**src/include/core_pm_defs.vh**
```
/*
  constants for the program memory access block of the core:
  widths, vectors, stack depth, pointer fields.
  assumes inclusion by bare name from the design files.
*/
`ifndef CORE_PM_DEFS_VH
`define CORE_PM_DEFS_VH

`define PC_W 15
`define PM_WORD_W 14
`define STACK_DEPTH 16
`define STACK_PTR_W 4
`define RESET_VECTOR 15'h0000
`define INT_VECTOR 15'h0004
`define PM_MASK_SMALL 15'h0fff
`define PM_MASK_LARGE 15'h1fff
`define PTR_W 16
`define PTR_PM_BIT 15
`define LIN_BASE 16'h2000
`define LIN_TOP 16'h29af
`define GPR_PER_BANK 7'h50
`define GPR_OFFSET 7'h20
`define INSN_COUNT 49
`define SHADOW_W 39

`endif

```
**src/verilog/return_stack_mem.v**
```verilog
/*
  return stack storage: 16 words of 15 bits, registered read data.
  assumes one clock; write and read addresses come from the caller.
*/
`timescale 1ns/10ps
`default_nettype none
`include "core_pm_defs.vh"

module return_stack_mem (
  input wire ref_clk,
  input wire wr_en,
  input wire [`STACK_PTR_W-1:0] wr_addr,
  input wire [`PC_W-1:0] wr_data,
  input wire [`STACK_PTR_W-1:0] rd_addr,
  output reg [`PC_W-1:0] rd_data
);
  reg [`PC_W-1:0] mem [0:`STACK_DEPTH-1];

  always @(posedge ref_clk) begin
    if (wr_en) begin
      mem[wr_addr] <= wr_data;
    end
    rd_data <= mem[rd_addr];
  end
endmodule
`default_nettype wire

```
**src/verilog/linear_map.v**
```verilog
/*
  maps a linear general purpose ram address onto the banked
  12-bit data address: 80 bytes per bank starting at offset 20h.
  assumes the caller qualifies the address range.
*/
`timescale 1ns/10ps
`default_nettype none
`include "core_pm_defs.vh"

module linear_map (
  input wire [`PTR_W-1:0] lin_addr,
  output wire [11:0] data_addr
);
  wire [11:0] off;
  wire [4:0] bank;
  wire [6:0] idx;
  wire [11:0] bank_full;
  wire [11:0] idx_full;

  assign off = lin_addr[11:0];
  assign bank_full = off / 12'h050;
  assign bank = bank_full[4:0];
  assign idx_full = off - bank_full * 12'h050;
  assign idx = idx_full[6:0];
  assign data_addr = {bank, idx + `GPR_OFFSET};
endmodule
`default_nettype wire

```
**src/verilog/core_program_memory_access.v**
```verilog
/*
  program counter, return stack, interrupt shadows and two indirect
  pointers of an 8-bit core, with program memory reads through the
  pointers. assumes the execution core drives one request per cycle
  and honours fetch_stall; both memories answer within the address cycle.
*/
`timescale 1ns/10ps
`default_nettype none
`include "core_pm_defs.vh"

// Notes on behaviour
// - a 16 entry by 15 bit return stack sits apart from data memory.
// - pushing past the top sets the overflow flag, popping empty sets underflow.
// - with stack reset enabled, either stack fault requests a device reset.
// - interrupt entry saves core registers to shadows, return restores them.
// - there are two 16-bit indirect pointers.
// - each pointer reaches all file registers and program memory.
// - a data port read aimed at program memory takes one extra cycle.
// - the program counter is 15 bits over a 32K by 14 space.
// - addresses beyond the implemented memory wrap inside it.
// - reset starts at 0000h and interrupts enter at 0004h.
// - implemented memory is 4096 or 8192 words per variant.
// - bit 7 of a pointer high byte sends data port reads to program memory.
// - a program word read into the working register keeps only its low 8 bits.
// - data port writes aimed at program memory are dropped.
// - a linear mode shows banked general ram as one contiguous block.
// - the decoder serves 49 instructions, including pointer ones.
module core_program_memory_access #(
  parameter LARGE_PM = 1
) (
  input wire ref_clk,
  input wire srst,
  input wire pc_inc,
  input wire pc_load,
  input wire [`PC_W-1:0] pc_load_value,
  input wire do_call,
  input wire do_return,
  input wire int_entry,
  input wire int_return,
  input wire stack_reset_en,
  input wire flag_clear,
  input wire [7:0] working_in,
  input wire [7:0] status_in,
  input wire [7:0] bank_in,
  input wire [6:0] pclath_in,
  input wire [7:0] ptr_sel_low_in,
  input wire ptr_write,
  input wire ptr_sel,
  input wire ptr_high,
  input wire [7:0] ptr_wdata,
  input wire port_read,
  input wire port_write,
  input wire port_sel,
  input wire [7:0] port_wdata,
  input wire [`PM_WORD_W-1:0] pm_rdata,
  input wire [7:0] dm_rdata,
  output reg [`PC_W-1:0] pc,
  output wire [`PC_W-1:0] pm_addr,
  output wire fetch_stall,
  output reg stack_over_flag,
  output reg stack_under_flag,
  output reg soft_reset_req,
  output reg [7:0] move_indirect_to_working,
  output reg move_valid,
  output reg [11:0] dm_addr,
  output reg dm_read,
  output reg dm_write,
  output reg [7:0] dm_wdata,
  output reg [15:0] indirect_pointer0,
  output reg [15:0] indirect_pointer1,
  output reg shadow_restore,
  output reg [`SHADOW_W-1:0] shadow_data,
  output wire [5:0] insn_count
);
  localparam ST_RUN = 1'b0;
  localparam ST_PMWAIT = 1'b1;

  reg state;
  reg [`STACK_PTR_W:0] depth;
  reg [`PC_W-1:0] pm_ptr_addr;
  reg [`PC_W-1:0] next_pc;
  wire [`PC_W-1:0] pc_mask;
  wire [`PC_W-1:0] stack_rd;
  wire [15:0] sel_ptr;
  wire [11:0] lin_addr;
  wire push;
  wire pop;
  wire pm_access;

  // variant size and wrap
  function [`PC_W-1:0] wrap;
    input [`PC_W-1:0] a;
    input [`PC_W-1:0] m;
    begin
      wrap = a & m;
    end
  endfunction

  function is_full;
    input [`STACK_PTR_W:0] d;
    begin
      is_full = (d == 5'd`STACK_DEPTH);
    end
  endfunction

  function is_empty;
    input [`STACK_PTR_W:0] d;
    begin
      is_empty = (d == 5'd0);
    end
  endfunction

  function in_linear;
    input [`PTR_W-1:0] p;
    begin
      in_linear = (p >= `LIN_BASE) && (p <= `LIN_TOP);
    end
  endfunction

  assign pc_mask = (LARGE_PM != 0) ? `PM_MASK_LARGE : `PM_MASK_SMALL;
  assign insn_count = 6'd`INSN_COUNT;

  assign push = do_call | int_entry;
  assign pop = do_return | int_return;
  return_stack_mem u_stack (
    .ref_clk(ref_clk),
    .wr_en(push && !is_full(depth)),
    .wr_addr(depth[`STACK_PTR_W-1:0]),
    .wr_data(pc),
    .rd_addr(depth[`STACK_PTR_W-1:0] - 4'd1),
    .rd_data(stack_rd)
  );

  assign sel_ptr = port_sel ? indirect_pointer1 : indirect_pointer0;
  assign pm_access = sel_ptr[`PTR_PM_BIT];
  linear_map u_lin (
    .lin_addr(sel_ptr),
    .data_addr(lin_addr)
  );

  assign fetch_stall = (state == ST_PMWAIT);
  assign pm_addr = (state == ST_PMWAIT) ? pm_ptr_addr : wrap(pc, pc_mask);

  always @* begin
    next_pc = pc;
    if (state == ST_PMWAIT) begin
      next_pc = pc;
    end else if (int_entry) begin
      next_pc = `INT_VECTOR;
    end else if (pc_load) begin
      next_pc = wrap(pc_load_value, pc_mask);
    end else if (pc_inc) begin
      next_pc = wrap(pc + 15'd1, pc_mask);
    end
  end

  always @(posedge ref_clk) begin
    if (srst) begin
      pc <= `RESET_VECTOR;
    end else if (state == ST_PMWAIT) begin
      pc <= pc;
    end else if (pop && !is_empty(depth)) begin
      pc <= wrap(stack_rd, pc_mask);
    end else begin
      pc <= next_pc;
    end
  end

  // stack fault flags, set wins over clear
  always @(posedge ref_clk) begin
    if (srst) begin
      depth <= 5'd0;
      stack_over_flag <= 1'b0;
      stack_under_flag <= 1'b0;
      soft_reset_req <= 1'b0;
    end else begin
      soft_reset_req <= 1'b0;
      if (push && is_full(depth)) begin
        stack_over_flag <= 1'b1;
        soft_reset_req <= stack_reset_en;
      end else if (flag_clear) begin
        stack_over_flag <= 1'b0;
      end
      if (pop && is_empty(depth)) begin
        stack_under_flag <= 1'b1;
        soft_reset_req <= stack_reset_en;
      end else if (flag_clear) begin
        stack_under_flag <= 1'b0;
      end
      // push and pop together leave the depth alone
      if (push && !pop && !is_full(depth)) begin
        depth <= depth + 5'd1;
      end else if (pop && !push && !is_empty(depth)) begin
        depth <= depth - 5'd1;
      end
    end
  end

  always @(posedge ref_clk) begin
    if (srst) begin
      shadow_restore <= 1'b0;
      shadow_data <= 39'h0;
    end else begin
      shadow_restore <= int_return;
      if (int_entry) begin
        shadow_data <= {working_in, status_in, bank_in, pclath_in, ptr_sel_low_in};
      end
    end
  end

  always @(posedge ref_clk) begin
    if (srst) begin
      indirect_pointer0 <= 16'h0000;
      indirect_pointer1 <= 16'h0000;
    end else if (ptr_write) begin
      if (ptr_sel) begin
        if (ptr_high) begin
          indirect_pointer1[15:8] <= ptr_wdata;
        end else begin
          indirect_pointer1[7:0] <= ptr_wdata;
        end
      end else begin
        if (ptr_high) begin
          indirect_pointer0[15:8] <= ptr_wdata;
        end else begin
          indirect_pointer0[7:0] <= ptr_wdata;
        end
      end
    end
  end

  always @(posedge ref_clk) begin
    if (srst) begin
      state <= ST_RUN;
      pm_ptr_addr <= 15'h0000;
      move_indirect_to_working <= 8'h00;
      move_valid <= 1'b0;
      dm_addr <= 12'h000;
      dm_read <= 1'b0;
      dm_write <= 1'b0;
      dm_wdata <= 8'h00;
    end else begin
      move_valid <= 1'b0;
      dm_read <= 1'b0;
      dm_write <= 1'b0;
      case (state)
        ST_RUN: begin
          if (port_read && pm_access) begin
            pm_ptr_addr <= wrap(sel_ptr[`PC_W-1:0], pc_mask);
            state <= ST_PMWAIT;
          end else if (port_read || (port_write && !pm_access)) begin
            if (in_linear(sel_ptr)) begin
              dm_addr <= lin_addr;
            end else begin
              dm_addr <= sel_ptr[11:0];
            end
            dm_read <= port_read;
            dm_write <= port_write;
            dm_wdata <= port_wdata;
          end
          // program writes dropped by the guard above
          // data memory answers while dm_read stands
          if (dm_read) begin
            move_indirect_to_working <= dm_rdata;
            move_valid <= 1'b1;
          end
        end
        ST_PMWAIT: begin
          move_indirect_to_working <= pm_rdata[7:0];
          move_valid <= 1'b1;
          state <= ST_RUN;
        end
        default: begin
          state <= ST_RUN;
        end
      endcase
    end
  end
endmodule
`default_nettype wire

```
**config.mk**
```make
export PLATFORM = sky130hd
export DESIGN_NAME = core_program_memory_access
export DESIGN_NICKNAME = d
export VERILOG_FILES = /design/src/verilog/return_stack_mem.v /design/src/verilog/linear_map.v /design/src/verilog/core_program_memory_access.v
export VERILOG_INCLUDE_DIRS = /design/src /design/src/include
export SDC_FILE = /design/constraint.sdc
export NUM_CORES = 1
export LEC_CHECK = 0
export ABC_CLOCK_PERIOD_IN_PS = 9200
export BUFFER_PORTS_ARGS = -buffer_cell sky130_fd_sc_hd__buf_2
export CAP_MARGIN = 20
export CORE_MARGIN = 2
export CORE_UTILIZATION = 30
export DETAILED_ROUTE_END_ITERATION = 12
export PLACE_DENSITY_LB_ADDON = 0.05
export SYNTH_ARGS = -nofsm -noshare
export SYNTH_HDL_FRONTEND = slang
export SYNTH_HIERARCHICAL = 1
export SYNTH_SLANG_ARGS = --single-unit
export TNS_END_PERCENT = 100
```
**constraint.sdc**
```tcl
create_clock -name ref_clk -period 9.2 [get_ports ref_clk]
set_input_delay 1.38 -clock ref_clk [delete_from_list [all_inputs] [get_ports ref_clk]]
set_output_delay 1.38 -clock ref_clk [all_outputs]
set_load 0.01 [all_outputs]
```
# After elaboration in Yosys (flattened, before gate mapping)
# Memories as Yosys holds them, arrays and structs flattened. A register that Yosys moved wholly into a read port is not among the register bits.
# Cells that the tools add are included.
[op_classes]
n_eq_ne = 2
bitwise = 7
addsub = 6
muxes = 22
n_lt_le_gt_ge = 2
multipliers = 1
reduce_logical = 30
div_mod_pow = 1
[op_table]
columns = ["op", "count"]
rows = [
  ["15-bit 2-to-1 mux", 4],
  ["16-bit by 14-bit greater-or-equal comparator with 1-bit output, second input constant", 1],
  ["16-bit by 14-bit <= comparator with 1-bit output, second input constant", 1],
  ["16-bit 2-to-1 mux", 1],
  ["8-bit one-hot mux with 2 select lines", 1],
  ["3-bit AND reduction", 5],
  ["13-bit by 1-bit adder with 13-bit output, second input constant", 1],
  ["13-bit 2-to-1 mux", 1],
  ["12-bit by 7-bit divider with 12-bit output, second input constant", 1],
  ["12-bit by 3-bit multiplier with 3-bit output, second input constant", 1],
  ["12-bit 2-to-1 mux", 1],
  ["1-bit logical AND", 11],
  ["5-bit 2-to-1 mux", 2],
  ["1-bit 2-to-1 mux", 9],
  ["8-bit 2-to-1 mux", 1],
  ["7-bit by 6-bit adder with 7-bit output, second input constant", 1],
  ["7-bit subtractor", 1],
  ["2-bit nonzero test", 3],
  ["5-bit by 1-bit adder with 5-bit output, second input constant", 1],
  ["5-bit == test, second input constant", 1],
  ["1-bit logical NOT", 5],
  ["5-bit logical NOT", 1],
  ["1-bit inverter", 5],
  ["5-bit by 1-bit subtractor with 5-bit output, second input constant", 1],
  ["8 further kinds", 11],
]
[word_totals]
ram_bits = 240
mem_count = 1
word_cells = 91
reg_bits = 140
[memory_table]
columns = ["name", "words", "word_bits", "rd", "rd_ports_with_merged_regs", "wr", "line", "text"]
rows = [
  ["u_stack.mem", 16, 15, 1, 1, 1, "return_stack_mem.v:17", "reg [`PC_W-1:0] mem [0:`STACK_DEPTH-1];"],
]

# Logic depth before layout (Yosys ltp)
[logic_depth]
depth_word = 6
mapped_depth = 25
depth_no_buf = 21

# Hierarchy
# The synthesis kept the hierarchy.
[by_module_without_submodules]
columns = ["module", "instances", "area_each_um2", "seq_area_each_um2", "cells_per_inst"]
rows = [
  ["return_stack_mem", 1, 9446.6, 7507.2, 406],
  ["core_program_memory_access", 1, 6452.4, 2762.6, 692],
  ["linear_map", 1, 1079.8, 0.0, 158],
]

# Worst setup path after synthesis
# OpenSTA, ideal clock, no wires.
[synth_path]
path_type = "in2reg"
from = "in port_sel"
to = "reg dm_addr[6]"
stages = 25
slack_ps = 3122
arrival_time_ps = 5975
path_cell_list = "buf_4 -> buf_2 -> mux2_2 -> inv_1 -> ha_1 -> or4b_1 -> buf_2 -> o21a_1 -> or2_1 -> buf_6 -> a21oi_2 -> o2111a_2 -> inv_2 -> a2111oi_4 -> a21oi_2 -> a31oi_1 -> ha_1 -> ha_1 -> o21ai_0 -> nand2b_1 -> a21oi_1 -> xnor2_1 -> xnor2_1 -> nor2_1 -> a2111oi_2"
[synth_via]
elab_chain_cells = 6
word_cells_on_any_way = 15
cone_classes = "add/sub (2); mul (1); div (1); order compare (2); mux (2); bitwise (1); reduce/logical (6)"
[synth_lines]
columns = ["element", "line", "text"]
rows = [
  ["start, declared", "core_program_memory_access.v:53", "input wire port_sel,"],
  ["16-bit 2-to-1 mux", "core_program_memory_access.v:134", "assign sel_ptr = port_sel ? indirect_pointer1 : indirect_pointer0;"],
  ["named net sel_ptr[2]", "core_program_memory_access.v:84", "wire [15:0] sel_ptr;"],
  ["12-bit by 7-bit divider with 12-bit output", "linear_map.v:21", "assign bank_full = off / 12'h050;"],
  ["named net lin_addr[9]", "core_program_memory_access.v:85", "wire [11:0] lin_addr;"],
  ["12-bit by 3-bit multiplier with 3-bit output", "linear_map.v:23", "assign idx_full = off - bank_full * 12'h050;"],
  ["7-bit subtractor", "linear_map.v:23", ""],
  ["7-bit by 6-bit adder with 7-bit output (no line)", "n/a", ""],
  ["named net lin_addr[6]", "core_program_memory_access.v:85", ""],
  ["12-bit 2-to-1 mux", "core_program_memory_access.v:252", "if (in_linear(sel_ptr)) begin"],
  ["end signal, assigned", "core_program_memory_access.v:253", "dm_addr <= lin_addr;"],
  ["end signal, assigned", "core_program_memory_access.v:255", "dm_addr <= sel_ptr[11:0];"],
  ["end, declared", "core_program_memory_access.v:65", "output reg [11:0] dm_addr,"],
]
# The timed path passes the listed nets, and every way through them passes these cells.
# A chain may end at the register's enable or synchronous reset.

# Final worst setup path
# Ends and elaborated chain as after synthesis.

==> out/metrics.cfg <==
[routing]
drc = 0
drtIter0Drc = 522
vias = 10440
route.top_layer_used = met5
ant_nets = 0
routedWlPerCell_um = 21.8
vias_per_cell = 4.87
wl_met2_um = 22500
first_pass_iters = 7
wirelength_met1_um = 20700
wl_um = 46700
wl_met3_um = 2700

[setup_path]
r2r-end = dm_addr[6]
cp_max_fo = 22
worstSetupStartpointType = input pin
critPathCaptureType = register
r2r-start = indirect_pointer1[3]
cp.required_ps = 9660
cp_data_arrival_time_ps = 6590
critical_path_class = in2reg
rrSetupSlack_ps = 4090
worstRegToRegCells = 21

[logic_synthesis]
ys_warn_count = 6
netlist_instances = 1206
synth_area_um2 = 15700
synth.avg_cell_area_um2 = 13.0

[sta]
period_needed_ps = 6130
fin_hold_ws_ps = 451
period_share_pct = 66.7
tightest_slew_ps = 1050
setup_viol = 0
max_freq_mhz = 163
grt_setup_unrepaired = no
tns_ps = 0
fin_worst_skew_ps = 18.2
relSlewSlack_pct = 29.8
finalMaxSlewViolations = 0
hold_violations = 0

[global_route]
grtUsageTotal_pct = 17.4
grt_pass1_wl_um = 69700
first_global_vias = 10653
antenna_found_initial = 5
grt_max_degree = 79
gr-total-overflow = 0

[pwr]
total_power_uw = 5710
leakage_uw = 0.00760
p_per_area_nw_per_um2 = 300
ir_worst_vdd_v = 0.000169

[cts]
cts_buffers = 44
cts_tree = built
clk-insertion-delay-late_ps = 570
cts_resized = 0
clock_sinks = 359
post_cts_buffers = 0
cts.htree.levels = 2
postCtsHoldBufs = 0
clk_pin_slew_ps = 50
cts-root-buf = clkbuf_16
cts.path.max_buffers = 3

[placed_design]
port_buffers = 232
dpl.hpwl_um = 30300
place_congestion = 0.756

[final_layout]
syn_to_final_growth_pct = 21.0
diodes = 0
layout.nets = 1553
nFillCells = 5069
drive_above_1_share_pct = 30.7

[min_path]
hold_depth = 2
min_to = dm_wdata[2]
min-delay-start = dm_wdata[2]
hp-class = reg2reg

[floorplan]
fp.coreArea_um2 = 51600
die_h_um = 233
dieWidth_um = 233
die_area_um2 = 54300
ios = 251
start_util_pct = 30.5
rows = 83

[run_status]
status = finished clean

[flow_run]
cap_violations = 0

[worst max-delay path by stage]
| stage | startpoint | to | slack (ps) | cells past startpoint |
|---|---|---|---|---|
| 2_1_floorplan | port_sel | dm_addr[6] | 3150 | 25 |
| 3_3_place_gp | port_sel | dm_addr[6] | 2510 | 22 |
| 3_5_place_dp | port_sel | dm_addr[6] | 2450 | 21 |
| 4_1_cts | port_sel | dm_addr[6] | 3070 | 22 |
| 5_1_grt | port_sel | dm_addr[6] | 2620 | 21 |
| 6_report | port_sel | dm_addr[6] | 3070 | 22 |
[critical path: stages]
cell,delay [ps]
buf_2,400
mux2_2,490
inv_1,130
ha_1,190
or4b_1,600
o21a_1,280
or2_1,350
a21oi_2,170
o2111a_2,280
inv_2,90
a2111oi_4,290
a21oi_2,60
a31oi_1,240
ha_1,270
ha_1,310
o21ai_0,90
nand2b_1,80
a21oi_1,170
xnor2_1,150
xnor2_1,130
nor2_1,70
a2111oi_2,340
[area by class of cell]
type	count	area [µm²]	area share, %
Sequential cell	359	9270	48.7
Multi-Input combinational cell	739	5950	31.3
Clock buffer	76	1420	7.48
Timing Repair Buffer	261	1380	7.26
Tap cell	680	851	4.47
Inverter	24	91.3	0.480
Clock inverter	5	67.6	0.355
[flip-flops by register name (all words and copies together), names as in the netlist, 12 cells and up]
name	count
indirect_pointer1	16
pc	13
dm_addr	12
u_stack/mem	208
indirect_pointer0	16
shadow_data	39
pm_ptr_addr	13
u_stack/rd_data	13
[report_power, final]
group	internal (µW)	switching, µW	total, µW
clock	1080	687	1760
sequential	2030	141	2170
combinational	669	1110	1780
total	3770	1930	5710
[layout by cell type, fill, tap and decap left out, types with 9 or more instances in the layout]
master	count
buf_2	231
edfxtp_1	208
nor2_1	182
dfxtp_1	150
mux2i_1	97
nand2_1	47
clkbuf_16	46
a21oi_1	41
mux4_2	37
buf_4	30
a22oi_1	28
mux2_2	26
nor3_1	24
inv_1	20
o21ai_0	17
mux4_1	16
clkbuf_8	16
ha_1	15
clkbuf_1	14
nand3_1	13
xor2_1	11
xnor2_1	11
nand2b_1	11
conb_1	10
a211oi_1	9
[layer usage]
layer / global-route usage, % / vias up
met5: 0 / -
met2: 28.7 / 248
met3: 4.99 / 57
li1: - / 4928
met4: 3.90 / 8
met1: 22.4 / 5199
[metrics by stage]
step           util, %  setup slack [ps]  area (µm²)  cells
2_1_floorplan        -              3150       15800   1214
4_1_cts           36.9              3070       19000   2144
5_1_grt           36.9              2620       19000   2144
6_report          36.9              3070       19000   2144
3_3_place_gp      34.0              2510       17500   2063
3_5_place_dp      34.0              2450       17500   2063
Note: power is estimated with default switching activity, not from simulation.
